==> src/pkg/spmvm_pkg.sv <==
package spmvm_pkg;
   // register byte offsets
   localparam logic [11:0] OFS_POWER_MON    = 12'h000;
   localparam logic [11:0] OFS_PENDING_ONE  = 12'h004;
   localparam logic [11:0] OFS_PENDING_TWO  = 12'h008;
   localparam logic [11:0] OFS_WAKEUP_CTRL  = 12'h00C;

   // power monitor fields
   localparam int          PM_FLAG_BIT      = 7;
   localparam int          PM_ACK_BIT       = 6;
   localparam int          PM_IRQEN_BIT     = 5;
   localparam int          PM_RSTEN_BIT     = 4;
   localparam int          PM_STOPEN_BIT    = 3;
   localparam int          PM_DETEN_BIT     = 2;
   localparam int          PM_BUFEN_BIT     = 0;
   localparam logic        PM_IRQEN_RST     = 1'b0;
   localparam logic        PM_RSTEN_RST     = 1'b1;
   localparam logic        PM_STOPEN_RST    = 1'b0;
   localparam logic        PM_DETEN_RST     = 1'b1;
   localparam logic        PM_BUFEN_RST     = 1'b0;

   // wakeup control fields
   localparam int          WK_CLKSEL_BIT    = 5;
   localparam int          WK_PERIOD_LSB    = 0;
   localparam logic [2:0]  WK_PERIOD_RST    = 3'h0;
   localparam logic        WK_CLKSEL_RST    = 1'b0;

   // pending one fields
   localparam int          P1_LVD_BIT       = 7;
   localparam int          P1_TX_BIT        = 6;
   localparam int          P1_RX_BIT        = 5;
   localparam int          P1_ERR_BIT       = 4;
   localparam int          P1_CONV_BIT      = 3;
   localparam int          P1_KEY_BIT       = 2;
   localparam int          P1_DISP_BIT      = 1;
   localparam int          P1_WAKE_BIT      = 0;
   // pending two fields
   localparam int          P2_T2CH1_BIT     = 6;
   localparam int          P2_T2CH0_BIT     = 5;
   localparam int          P2_T2OVF_BIT     = 4;
   localparam int          P2_T1CH1_BIT     = 2;
   localparam int          P2_T1CH0_BIT     = 1;
   localparam int          P2_T1OVF_BIT     = 0;
   localparam logic [7:0]  PEND_RST         = 8'h00;

   // timing
   localparam int          CLK_PERIOD_PS    = 5000;
   localparam int          WAKE_TICK_NS     = 1000000;
   localparam int          WAKE_TICK_CYCLES = (WAKE_TICK_NS * 1000) / CLK_PERIOD_PS;

   // wakeup timeouts, internal in ms ticks and external in periods
   localparam logic [15:0] WK_INT_1 = 16'h0008;
   localparam logic [15:0] WK_INT_2 = 16'h0020;
   localparam logic [15:0] WK_INT_3 = 16'h0040;
   localparam logic [15:0] WK_INT_4 = 16'h0080;
   localparam logic [15:0] WK_INT_5 = 16'h0100;
   localparam logic [15:0] WK_INT_6 = 16'h0200;
   localparam logic [15:0] WK_INT_7 = 16'h0400;
   localparam logic [15:0] WK_EXT_1 = 16'h0100;
   localparam logic [15:0] WK_EXT_2 = 16'h0400;
   localparam logic [15:0] WK_EXT_3 = 16'h0800;
   localparam logic [15:0] WK_EXT_4 = 16'h1000;
   localparam logic [15:0] WK_EXT_5 = 16'h2000;
   localparam logic [15:0] WK_EXT_6 = 16'h3F9C;
   localparam logic [15:0] WK_EXT_7 = 16'h8000;

   typedef struct packed {
      logic txEmpty;
      logic txDone;
      logic rxIdle;
      logic rxFull;
      logic breakDetect;
      logic rxEdge;
      logic overrun;
      logic noiseError;
      logic framingError;
      logic parityError;
   } spmvm_serial_t;

   typedef struct packed {
      logic channelOne;
      logic channelZero;
      logic overflow;
   } spmvm_timer_t;
endpackage : spmvm_pkg
==> src/logic/spmvm_top.sv <==
// Summary of operation
// - internal clock: period codes, 000 disables
// - external clock: codes count external periods
// - flag bit reads 0 when low voltage
// - acknowledge clears request, flag if recovered
// - interrupt enable acts only with detector
// - reset enable forces reset, beats interrupt
// - test mode treats reset enable as off
// - stop enable keeps detector on in stop
// - detector enable gates all detector controls; code leaves bit 0 buffer enable ungated
// - bit 0 enables reference buffer output
// - some control bits are write once
// - flag sets when supply below warning
// - pending one bit 7 low voltage
// - pending one bit 6 serial transmit
// - pending one bit 5 serial receive
// - pending one bit 4 serial error
// - bits 3..0 converter keypad display wakeup
// - pending bits read only, reset clears
// - pending two bits 6..4 second timer
// - pending two bits 2..0 first timer
//
// Our own choices: the address map and register access over APB.
`timescale 1ns/10ps
`default_nettype none
module spmvm_top
   import spmvm_pkg::*;
#(
   parameter int TICK_CYCLES = WAKE_TICK_CYCLES
) (
   input  wire logic          mclk,
   input  wire logic          rst_b,
   input  wire logic          psel,
   input  wire logic          penable,
   input  wire logic          pwrite,
   input  wire logic [11:0]   paddr,
   input  wire logic [31:0]   pwdata,
   output logic      [31:0]   prdata,
   output logic               pready,
   output logic               pslverr,
   input  wire logic          supplyBelow,
   input  wire logic          testMode,
   input  wire logic          stopMode,
   input  wire logic          extWakeClk,
   input  wire spmvm_serial_t serialFlags,
   input  wire logic          convFlag,
   input  wire logic          keypadFlag,
   input  wire logic          displayFlag,
   input  wire logic          wakeFlag,
   input  wire spmvm_timer_t  timerOne,
   input  wire spmvm_timer_t  timerTwo,
   output logic               lvReset,
   output logic               lvIrq,
   output logic               detectorOn,
   output logic               refBufEnable,
   output logic               wakeTimeout
);

   if (TICK_CYCLES < 2 || TICK_CYCLES > 262143) begin : g_chk
      $error("TICK_CYCLES out of range");
   end

   function automatic logic [15:0] wakeLimit(input logic [2:0] code, input logic ext);
      logic [15:0] lim;
      lim = 16'h0000;
      case (code)
         3'h1: lim = ext ? WK_EXT_1 : WK_INT_1;
         3'h2: lim = ext ? WK_EXT_2 : WK_INT_2;
         3'h3: lim = ext ? WK_EXT_3 : WK_INT_3;
         3'h4: lim = ext ? WK_EXT_4 : WK_INT_4;
         3'h5: lim = ext ? WK_EXT_5 : WK_INT_5;
         3'h6: lim = ext ? WK_EXT_6 : WK_INT_6;
         3'h7: lim = ext ? WK_EXT_7 : WK_INT_7;
         default: lim = 16'h0000;
      endcase
      return lim;
   endfunction : wakeLimit

   logic rstMeta;
   logic rstN;
   always_ff @(posedge mclk or negedge rst_b) begin
      if (!rst_b) begin
         rstMeta <= 1'b0;
         rstN    <= 1'b0;
      end else begin
         rstMeta <= 1'b1;
         rstN    <= rstMeta;
      end
   end

   // bus decode
   wire        access  = psel & penable;
   wire        xferEnd = access & pready;
   wire        selPm   = (paddr == OFS_POWER_MON);
   wire        selP1   = (paddr == OFS_PENDING_ONE);
   wire        selP2   = (paddr == OFS_PENDING_TWO);
   wire        selWk   = (paddr == OFS_WAKEUP_CTRL);
   wire        mapped  = selPm | selP1 | selP2 | selWk;
   wire        wrPm    = xferEnd & pwrite & selPm;
   wire        wrWk    = xferEnd & pwrite & selWk;

   // control registers
   logic       irqEn;
   logic       rstEn;
   logic       stopEn;
   logic       detEn;
   logic       bufEn;
   logic       onceDone;
   logic [2:0] periodSel;
   logic       extSel;
   logic       lvFlag;
   logic [7:0] pendOne;
   logic [7:0] pendTwo;

   always_ff @(posedge mclk or negedge rstN) begin
      if (!rstN) begin
         irqEn    <= PM_IRQEN_RST;
         rstEn    <= PM_RSTEN_RST;
         stopEn   <= PM_STOPEN_RST;
         detEn    <= PM_DETEN_RST;
         bufEn    <= PM_BUFEN_RST;
         onceDone <= 1'b0;
      end else if (wrPm) begin
         irqEn <= pwdata[PM_IRQEN_BIT];
         bufEn <= pwdata[PM_BUFEN_BIT];
         if (!onceDone) begin
            rstEn    <= pwdata[PM_RSTEN_BIT];
            stopEn   <= pwdata[PM_STOPEN_BIT];
            detEn    <= pwdata[PM_DETEN_BIT];
            onceDone <= 1'b1;
         end
      end
   end

   always_ff @(posedge mclk or negedge rstN) begin
      if (!rstN) begin
         periodSel <= WK_PERIOD_RST;
         extSel    <= WK_CLKSEL_RST;
      end else if (wrWk) begin
         periodSel <= pwdata[WK_PERIOD_LSB +: 3];
         extSel    <= pwdata[WK_CLKSEL_BIT];
      end
   end

   // low voltage detector
   wire detActive  = detEn & (~stopMode | stopEn);
   wire lvSet      = detActive & supplyBelow;
   wire ackWrite   = wrPm & pwdata[PM_ACK_BIT];
   wire rstArmed   = detEn & rstEn & ~testMode;
   wire next_flag  = lvSet | (lvFlag & ~(ackWrite & ~supplyBelow));
   wire next_reset = lvSet & rstArmed;
   wire next_irq   = next_flag & detEn & irqEn & ~rstArmed;

   // acknowledge holds the request off until a fresh detection; a fresh one beats it
   logic irqAck;
   logic lvSeen;
   wire  newLow  = lvSet & ~lvSeen;
   wire  irqHold = (ackWrite | irqAck) & ~newLow;
   always_ff @(posedge mclk or negedge rstN) begin
      if (!rstN) begin
         lvFlag       <= 1'b0;
         lvSeen       <= 1'b0;
         irqAck       <= 1'b0;
         lvReset      <= 1'b0;
         lvIrq        <= 1'b0;
         detectorOn   <= 1'b0;
         refBufEnable <= 1'b0;
      end else begin
         lvFlag       <= next_flag;
         lvSeen       <= lvSet;
         irqAck       <= irqHold;
         lvReset      <= next_reset;
         lvIrq        <= next_irq & ~irqHold;
         detectorOn   <= detActive;
         refBufEnable <= bufEn;
      end
   end

   // pending summaries
   wire serTx  = serialFlags.txEmpty | serialFlags.txDone;
   wire serRx  = serialFlags.rxIdle | serialFlags.rxFull
                 | serialFlags.breakDetect | serialFlags.rxEdge;
   wire serErr = serialFlags.overrun | serialFlags.noiseError
                 | serialFlags.framingError | serialFlags.parityError;
   wire [7:0] next_pendOne = {lvIrq, serTx, serRx, serErr,
                              convFlag, keypadFlag, displayFlag, wakeFlag};
   wire [7:0] next_pendTwo = {1'b0, timerTwo.channelOne, timerTwo.channelZero,
                              timerTwo.overflow, 1'b0, timerOne.channelOne,
                              timerOne.channelZero, timerOne.overflow};

   always_ff @(posedge mclk or negedge rstN) begin
      if (!rstN) begin
         pendOne <= PEND_RST;
         pendTwo <= PEND_RST;
      end else begin
         pendOne <= next_pendOne;
         pendTwo <= next_pendTwo;
      end
   end

   // wakeup timer
   logic [17:0] tickCnt;
   logic [15:0] wakeCnt;
   logic        extPrev;
   logic [2:0]  periodSeen;
   logic        extSeen;
   wire         msTick     = (tickCnt == 18'(TICK_CYCLES - 1));
   wire         extRise    = extWakeClk & ~extPrev;
   wire         wakeStep   = extSel ? extRise : msTick;
   wire [15:0]  limit      = wakeLimit(periodSel, extSel);
   wire         cfgChange  = (periodSel != periodSeen) | (extSel != extSeen);
   wire         wakeOn     = (periodSel != 3'h0);
   wire         wakeHit    = wakeOn & wakeStep & (wakeCnt == limit - 16'h0001);

   always_ff @(posedge mclk or negedge rstN) begin
      if (!rstN) begin
         tickCnt     <= 18'h0_0000;
         wakeCnt     <= 16'h0000;
         extPrev     <= 1'b0;
         periodSeen  <= WK_PERIOD_RST;
         extSeen     <= WK_CLKSEL_RST;
         wakeTimeout <= 1'b0;
      end else begin
         extPrev    <= extWakeClk;
         periodSeen <= periodSel;
         extSeen    <= extSel;
         tickCnt    <= (msTick | cfgChange) ? 18'h0_0000 : tickCnt + 18'h0_0001;
         if (!wakeOn || cfgChange || wakeHit) begin
            wakeCnt <= 16'h0000;
         end else if (wakeStep) begin
            wakeCnt <= wakeCnt + 16'h0001;
         end
         wakeTimeout <= wakeHit & ~cfgChange;
      end
   end

   // read mux
   wire       flagRead = detEn ? ~lvFlag : 1'b1;
   wire [7:0] pmRead   = {flagRead, 1'b0, irqEn, rstEn, stopEn, detEn,
                          1'b0, bufEn};
   wire [7:0] wkRead   = {2'b00, extSel, 2'b00, periodSel};
   wire [7:0] rdByte   = selPm ? pmRead :
                         selP1 ? pendOne :
                         selP2 ? pendTwo :
                         selWk ? wkRead : 8'h00;

   always_ff @(posedge mclk or negedge rstN) begin
      if (!rstN) begin
         pready  <= 1'b0;
         prdata  <= 32'h0000_0000;
         pslverr <= 1'b0;
      end else begin
         pready  <= access & ~pready;
         prdata  <= (access & ~pready & ~pwrite) ? {24'h00_0000, rdByte} : 32'h0000_0000;
         pslverr <= access & ~pready & ~mapped;
      end
   end
endmodule : spmvm_top
`default_nettype wire

==> config.mk <==
export PLATFORM = sky130hd
export DESIGN_NAME = spmvm_top
export DESIGN_NICKNAME = d
export VERILOG_FILES = /design/src/pkg/spmvm_pkg.sv /design/src/logic/spmvm_top.sv
export SDC_FILE = /design/constraint.sdc
export NUM_CORES = 1
export LEC_CHECK = 0
export ABC_AREA = 0
export BUFFER_PORTS_ARGS = -buffer_cell sky130_fd_sc_hd__buf_2
export CAP_MARGIN = 40
export CORE_MARGIN = 2
export CORE_UTILIZATION = 50
export DETAILED_ROUTE_END_ITERATION = 8
export PLACE_DENSITY_LB_ADDON = 0.12
export SLEW_MARGIN = 5
export SYNTH_ARGS = -nofsm -noshare
export SYNTH_HDL_FRONTEND = slang
export SYNTH_SLANG_ARGS = --single-unit
export TNS_END_PERCENT = 30
==> constraint.sdc <==
create_clock -name mclk -period 3.8 [get_ports mclk]
set_clock_uncertainty 0.2 [all_clocks]
set_input_delay 0.19 -clock mclk [delete_from_list [all_inputs] [get_ports mclk]]
set_output_delay 0.19 -clock mclk [all_outputs]
set_load 0.005 [all_outputs]
==> reports/summary.log, run 1 <==
qor: routing.vias 3346
qor: placed_design.gp_congestion 0.902
qor: cells_and_area.final_cells 634
qor: synth.synth-main-ff-cell dfrtp_1
qor: cells_and_area.n_antenna_cell 0
qor: routing.count_of_antenna_violating_nets_left_after_detailed_routing 0
qor: routing.dr.pass1.iters 4
qor: global_route.use_met3 0.0423
qor: global_route.grt.overflow.total 0
qor: global_route.globalRouteTotalUtil 0.202
qor: cts.clock_latency 0.34 ns
qor: synth.synthesis.area 4250 um^2
qor: critical_path.worst-path-max-fanout 17
qor: cts.register_clock_pin_slew_on_the_reported_worst_setup_and_hold_paths 0.09 ns
qor: critical_path.critPathMaxStageDelay 0.49 ns
qor: timing.finalSetupTns 0 ns
qor: critical_path.timing_worst_setup_path_type flip-flop to flip-flop
qor: synth.synthDistinctLibCells 54
qor: critical_path.worst-endpoint-arrival 3.35 ns
qor: cts.cts_post_setup_buffers_inserted 0
qor: global_route.grt_pass1_vias 3125
qor: synth.synth_async_sr_flop_share 1.00
qor: timing.hold_ws 0.0456 ns
qor: cells_and_area.drive_gt1_frac 0.197
qor: synth.number_of_enable_flip_flop_cells_after_synthesis 0
qor: global_route.largest_net_degree_at_the_start_of_global_routing 44
qor: outcome.status finished, final reports clean
qor: global_route.number_of_antenna_violations_at_the_first_check_in_global_routing 0
qor: synth.postSynthRegisterBits 83
qor: hold_path.hold_path.class input port to flip-flop
qor: power_and_ir_drop.power.density_cell_area 368 nW/um^2
qor: critical_path.crit-reg2reg-capture wakeTimeout
qor: floorplan.rows 33
qor: cts.cts_sinks 83
qor: floorplan.overall_die_height 96.2 um
qor: synth.post_syn_instances 429
qor: floorplan.floorplan.initialDensity 0.517
qor: routing.drt-vias-per-instance 5.28
qor: cells_and_area.final_design_area_no_fill 5140 um^2
qor: global_route.globalRoute.busiestLayer met2
qor: cts.h-tree-depth 3
qor: flow_run.maxCapViolCount 0
qor: timing.slew_headroom 0.500
qor: cells_and_area.n_fill_cell 685
qor: timing.grt_setup_unrepaired no
qor: critical_path.critPathSlowestCell dfrtp_1
qor: cts.tritoncts yes
qor: cells_and_area.flow.area_growth_from_synthesis 20.9%
qor: timing.layout_min_cycle_time 3.28 ns
qor: timing.max_freq 305 MHz
qor: hold_path.hp-start paddr[3]
qor: timing.final_hold_violation_count 0
qor: routing.remaining_drc_errors 0
qor: timing.timing_worst_slew_pin_value 0.747 ns
qor: global_route.grt_pass1_wl 14500 um
qor: timing.fin_crit_sh 0.863
qor: cells_and_area.post-route-util 0.626
qor: cts.cts-root-buf clkbuf_8
qor: timing.finalSetupViolations 0
qor: floorplan.io_pins 112
qor: critical_path.critPathLaunchType flip-flop
qor: global_route.global_route.usage.met1 0.287
qor: floorplan.die_w 96.2 um
qor: cts.num_cts_buffers 9
qor: critical_path.critical-path-top-cell-by-count nor2b_1
qor: critical_path.worstRegToRegCells 13
qor: synth.synth_area_per_cell 9.91 um^2
qor: critical_path.reg2reg_setup_slack 0.52 ns
qor: cts.clock_path_buffers 2
qor: critical_path.path_cells nor2b_1 -> nand2_1 -> and2_1 -> ha_1 -> buf_4 -> nor2b_1 -> a21oi_1 -> o221ai_1 -> xor2_1 -> o211ai_1 -> nor4_4 -> buf_4 -> nor2b_1
qor: critical_path.r2r-start periodSel[0]
qor: power_and_ir_drop.vdd_drop_max 0.292 mV
qor: hold_path.hold-path-cell-count 3
qor: placed_design.port-buffer-count 62
qor: placed_design.post_dp_cell_area 4600 um^2
qor: timing.report.final.slew_viol_count 0
qor: global_route.grt_util_met2 0.313
qor: critical_path.critPathCaptureType flip-flop
qor: floorplan.design.core.area 8220 um^2
qor: critical_path.crit_required 3.87 ns
qor: synth.ys_warn_count 0
qor: routing.initialDrtViolationCount 180
qor: floorplan.die_area 9260 um^2
qor: power_and_ir_drop.power_leakage 0.00253 uW
qor: placed_design.hpwl_after_detailed_placement 6200 um
qor: cells_and_area.finish.net_count 601
qor: synth.yosysSeqAreaShare 0.489
qor: routing.wire_length_per_cell_after_detailed_routing 14.0 um
qor: routing.route.final.wire_length 8900 um
qor: hold_path.hold_endpoint prdata[1]
qor: placed_design.dpl.cell_count 584
cell usage after synthesis (all sizes together) (5+ instances only):
| cell | number | area [um^2] |
|---|---|---|
| buf | 31 | 220 |
| clkbuf | 14 | 52.6 |
| nand4 | 10 | 62.6 |
| o211ai | 5 | 37.5 |
| nand2b | 5 | 31.3 |
| inv | 13 | 48.8 |
| o21ai | 13 | 65.1 |
| nand2 | 27 | 101 |
| nor4 | 9 | 71.3 |
| a21oi | 15 | 75.1 |
| nor2b | 8 | 50.1 |
| and3 | 9 | 56.3 |
| xnor2 | 14 | 123 |
| nor2 | 36 | 135 |
| dfrtp | 81 | 2030 |
| nor3 | 25 | 125 |
| nand3 | 13 | 65.1 |
| xor2 | 32 | 280 |
| nor3b | 5 | 37.5 |
what timing repair did:
action                                  4_1_cts  5_1_grt
endpoints found under the setup margin        0        0
hold buffers                                 34        0
resized for setup                             0        0
hold endpoints to repair                     34        0
worst max-delay path: cells and delay by family (launching register included):
family          cells  cell delay, ns
compound gates      3            0.46
simple gates        6            1.05
fa+ha+maj           1            0.32
xor+xnor            1            0.17
flops               1            0.49
buf+inv             2            0.50
layout by cell type, fill, tap and decap left out, types with 8 or more instances in the layout:
| cell | n |
|---|---|
| nand3_1 | 13 |
| buf_4 | 9 |
| o21ai_0 | 13 |
| clkbuf_8 | 10 |
| inv_1 | 13 |
| nor2b_1 | 8 |
| and3_1 | 9 |
| nand4_1 | 10 |
| buf_2 | 62 |
| nand2_1 | 27 |
| dlygate4sd3_1 | 34 |
| nor2_1 | 36 |
| xor2_1 | 32 |
| conb_1 | 25 |
| dfrtp_1 | 80 |
| nor3_1 | 25 |
| xnor2_1 | 14 |
| a21oi_1 | 15 |
| nor4_1 | 8 |
routing by layer:
layer,part of all wire,vias to the layer above,wire length (um)
met4,0.011,0,95
met1,0.47,1605,4150
met2,0.48,90,4290
met5,0,-,0
li1,-,1642,-
met3,0.041,9,369
layout make-up:
class / instances / area [um^2] / area share
multi-input combinational: 311 / 1940 / 0.377
inverter: 13 / 48.8 / 0.00949
tap: 105 / 131 / 0.0256
clock buffer: 11 / 141 / 0.0275
sequential: 83 / 2080 / 0.405
clock inverter: 5 / 61.3 / 0.0119
timing repair buffer: 106 / 738 / 0.144
power by group:
group / internal [uW] / leakage (uW) / switching [uW] / total [uW]
clock: 326 / 0.000104 / 316 / 642
combinational: 117 / 0.00138 / 93.2 / 211
sequential: 955 / 0.00104 / 83.6 / 1040
total: 1400 / 0.00253 / 493 / 1890
cell families after synthesis:
logic type	Yosys count	share of synthesized area
buffers and inverters	58	0.0756
adders and majority gates	4	0.0118
AOI/OAI and AO/OA	57	0.0871
muxes	8	0.0200
DFF	83	0.489
xor gates and xnor gates	46	0.0948
and+or+nand+nor	171	0.220
other	2	0.00177
flip-flops by register name (all words and copies together), names as in the netlist, 3 cells and up:
name        count
periodSel       3
pendTwo         6
wakeCnt        16
prdata          8
tickCnt        18
pendOne         8
periodSeen      3
how the worst max path moves through the flow:
stage | from | to | slack [ns] | cells past startpoint
after floorplan | periodSel[2] | wakeCnt[10] | 0.34 | 16
after global placement | periodSel[0] | wakeTimeout | 0.59 | 13
after detailed placement | periodSel[0] | wakeTimeout | 0.58 | 13
after CTS | periodSel[0] | wakeTimeout | 0.54 | 13
after global routing | periodSel[0] | wakeTimeout | 0.30 | 13
final | periodSel[0] | wakeTimeout | 0.52 | 13
metrics by stage:
step	total power, uW	setup WS (ns)
2_1_floorplan	1190	0.337
3_3_place_gp	1230	0.590
3_5_place_dp	1240	0.578
4_1_cts	1910	0.537
5_1_grt	1990	0.303
6_report	1890	0.521
No activity file was read; power rests on OpenSTA's default activity.
==> run 2: changes to the inputs <==
Settings changed: CELL_PAD_IN_SITES_DETAIL_PLACEMENT set to 1, CELL_PAD_IN_SITES_GLOBAL_PLACEMENT set to 1, CORE_UTILIZATION 50 to 40, GPL_ROUTABILITY_DRIVEN set to 0.
==> run 2 against run 1 <==
Against the previous run:
- worst setup slack got worse by 0.13 ns
- clock power rose by 24%
- final area increased by 1.8%
- cell count is 4.7% higher
- register-to-register slack got worse by 0.13 ns
- first-iteration DRC count is 38% lower
==> reports/summary.log, run 2 (same netlist as run 1, synthesis figures left out) <==
qor: critical_path.worst-endpoint-arrival 3.49 ns [+0.14 ns]
qor: cts.clock_latency 0.36 ns [+0.02 ns]
qor: cts.post_cts.resized_instances 0 [unchanged]
qor: cells_and_area.n_antenna_cell 0 [unchanged]
qor: cts.h-tree-depth 3 [unchanged]
qor: global_route.largest_net_degree_at_the_start_of_global_routing 45 [+2.3%]
qor: hold_path.hold_path.class input port to flip-flop
qor: routing.initialDrtViolationCount 112 [-38%]
qor: cts.tritoncts yes
qor: cells_and_area.post-route-util 0.507 [-0.119]
qor: critical_path.critPathCaptureType flip-flop
qor: global_route.grt_pass1_vias 3609 [+15%]
qor: routing.wire_length_per_cell_after_detailed_routing 16.2 um [+15%]
qor: cells_and_area.finish.net_count 600 [-0.17%]
qor: hold_path.hold-path-cell-count 3 [unchanged]
qor: critical_path.worstRegToRegCells 12 [-1]
qor: global_route.globalRouteTotalUtil 0.196 [-0.00589]
qor: timing.fin_crit_sh 0.898 [+0.0351]
qor: routing.drt-vias-per-instance 5.14 [-2.6%]
qor: floorplan.die_w 107 um [+11%]
qor: flow_run.maxCapViolCount 0 [unchanged]
qor: routing.remaining_drc_errors 0 [unchanged]
qor: cells_and_area.layout.cells.most_common_list 80 x dfrtp_1, 62 x buf_2, 36 x nor2_1
qor: global_route.grt_pass1_wl 17900 um [+23%]
qor: timing.hold_ws 0.0457 ns [+0.0000756 ns]
qor: cts.clock_path_buffers 2 [unchanged]
qor: critical_path.reg2reg_setup_slack 0.39 ns [-0.13 ns]
qor: cts.cts_post_setup_buffers_inserted 0 [unchanged]
qor: critical_path.timing_worst_setup_path_type flip-flop to flip-flop
qor: timing.finalWorstSetupSlack 0.387 ns [-0.133 ns]
qor: critical_path.critical-path-top-cell-by-count nor2b_1
qor: timing.max_freq 293 MHz [-3.9%]
qor: timing.report.final.slew_viol_count 0 [unchanged]
qor: floorplan.die_area 11500 um^2 [+24%]
qor: cells_and_area.biggestRegsByFlops tickCnt x18, wakeCnt x16
qor: timing.timing_worst_slew_pin_value 0.843 ns [+0.0962 ns]
qor: routing.route.final.wire_length 10800 um [+21%]
qor: floorplan.rows 37 [+12%]
qor: power_and_ir_drop.vdd_drop_max 0.224 mV [-23%]
qor: timing.layout_min_cycle_time 3.41 ns [+0.133 ns]
qor: critical_path.crit_required 3.88 ns [about the same]
qor: critical_path.critPathLaunchType flip-flop
qor: global_route.grt.overflow.total 0 [unchanged]
qor: floorplan.io_pins 112 [unchanged]
qor: critical_path.critPathSlowestCell ha_1
qor: placed_design.hpwl_after_detailed_placement 7400 um [+19%]
qor: cells_and_area.largest_register_ffs 18 [unchanged]
qor: routing.vias 3412 [+2.0%]
qor: routing.dr.pass1.iters 4 [unchanged]
qor: cts.register_clock_pin_slew_on_the_reported_worst_setup_and_hold_paths 0.09 ns [about the same]
qor: floorplan.overall_die_height 107 um [+11%]
qor: cells_and_area.flow.area_growth_from_synthesis 23.1%
qor: hold_path.hp-start paddr[3]
qor: cells_and_area.drive_gt1_frac 0.197 [+0.000372]
qor: power_and_ir_drop.power.density_cell_area 394 nW/um^2 [+7.1%]
qor: cts.cts_sinks 83 [unchanged]
qor: critical_path.r2r-start periodSel[0]
qor: critical_path.worst-path-max-fanout 17 [unchanged]
qor: hold_path.hold_endpoint prdata[1]
qor: timing.grt_setup_unrepaired no
qor: critical_path.path_cells nor2b_1 -> nand2_1 -> and2_1 -> ha_1 -> nor3b_1 -> a21oi_1 -> o221ai_1 -> xor2_1 -> o211ai_1 -> nor4_4 -> buf_12 -> nor2b_1
qor: outcome.status finished, final reports clean
qor: timing.slew_headroom 0.434 [-0.0662]
qor: cts.num_cts_buffers 9 [unchanged]
qor: power_and_ir_drop.power_leakage 0.00255 uW [+0.85%]
qor: cts.cts-root-buf clkbuf_8
qor: placed_design.port-buffer-count 62 [unchanged]
qor: critical_path.critPathMaxStageDelay 0.54 ns [+0.05 ns]
qor: floorplan.design.core.area 10300 um^2 [+26%]
qor: timing.final_hold_violation_count 0 [unchanged]
qor: cells_and_area.most_common_library_cell_in_the_layout_ignoring_fill_and_taps dfrtp_1
qor: routing.count_of_antenna_violating_nets_left_after_detailed_routing 0 [unchanged]
qor: timing.finalSetupTns 0 ns [unchanged]
qor: cells_and_area.registers.top_by_ff_count tickCnt
qor: timing.finalSetupViolations 0 [unchanged]
qor: global_route.number_of_antenna_violations_at_the_first_check_in_global_routing 0 [unchanged]
qor: critical_path.crit-reg2reg-capture wakeTimeout
qor: floorplan.floorplan.initialDensity 0.412 [-0.106]
qor: placed_design.place_worst_setup_slack 0.414 ns [-0.164 ns]
==> run 2: cell count changes in the layout (fill, tap and decap cells not counted) <==
cell / delta
buf_12: +1
buf_4: -2
bufinv_16: +2
clkbuf_1: -1
clkbuf_8: -1
clkinv_2: -1
clkinv_4: -2
inv_6: +2
inv_8: +1
==> run 2: area by class of cell <==
class | count | area (um^2)
fillers | 1186 | 5090
flip-flops and latches | 83 | 2080
multi-input cells | 311 | 1940
repair buffers | 105 | 743
well taps | 136 | 170
clock inverters | 7 | 128
clock buffers | 9 | 124
inverters | 13 | 48.8
==> run 2: metal layers <==
layer | global-route usage | part of all wire
met3 | 0.0383 | 0.027
met5 | 0 | 0
met2 | 0.337 | 0.52
met1 | 0.256 | 0.45
met4 | 0.0464 | 0.0091
==> run 2: how the worst max path moves through the flow <==
stage | from | to | slack (ns) | cells after the start
5_1_grt | periodSel[2] | wakeCnt[0] | 0.13 | 12
6_report | periodSel[0] | wakeTimeout | 0.39 | 12
3_3_place_gp | periodSel[1] | wakeTimeout | 0.50 | 13
4_1_cts | periodSel[2] | wakeCnt[12] | 0.38 | 12
2_1_floorplan | periodSel[2] | wakeCnt[10] | 0.34 | 16
3_5_place_dp | periodSel[2] | wakeCnt[12] | 0.41 | 12
==> run 2: through the flow <==
stage          instance area, um^2  std cells  power, uW
2_1_floorplan                 4340        452       1190
3_3_place_gp                  4620        613       1230
3_5_place_dp                  4640        614       1250
4_1_cts                       5230        664       2080
5_1_grt                       5230        664       2170
6_report                      5230        664       2060
==> run 2: timing repair <==
action	in CTS	in global routing
endpoints found under the hold margin	34	0
hold buffers	34	0
endpoints found under the setup margin	0	0
==> run 2: power by group <==
group / switching [uW] / total (uW) / internal [uW]
clock: 351 / 799 / 449
combinational: 100 / 219 / 119
sequential: 89.0 / 1040 / 955
==> run 2: worst max-delay path: cells and delay by family, from the launching register on <==
family                   cells  cell delay, ns
buffers and inverters        1            0.19
adder cells (fa/ha/maj)      1            0.54
AND/OR/NAND/NOR              6            1.24
AO/OA/AOI/OAI                3            0.53
XOR/XNOR                     1            0.17
flip-flops                   1            0.46
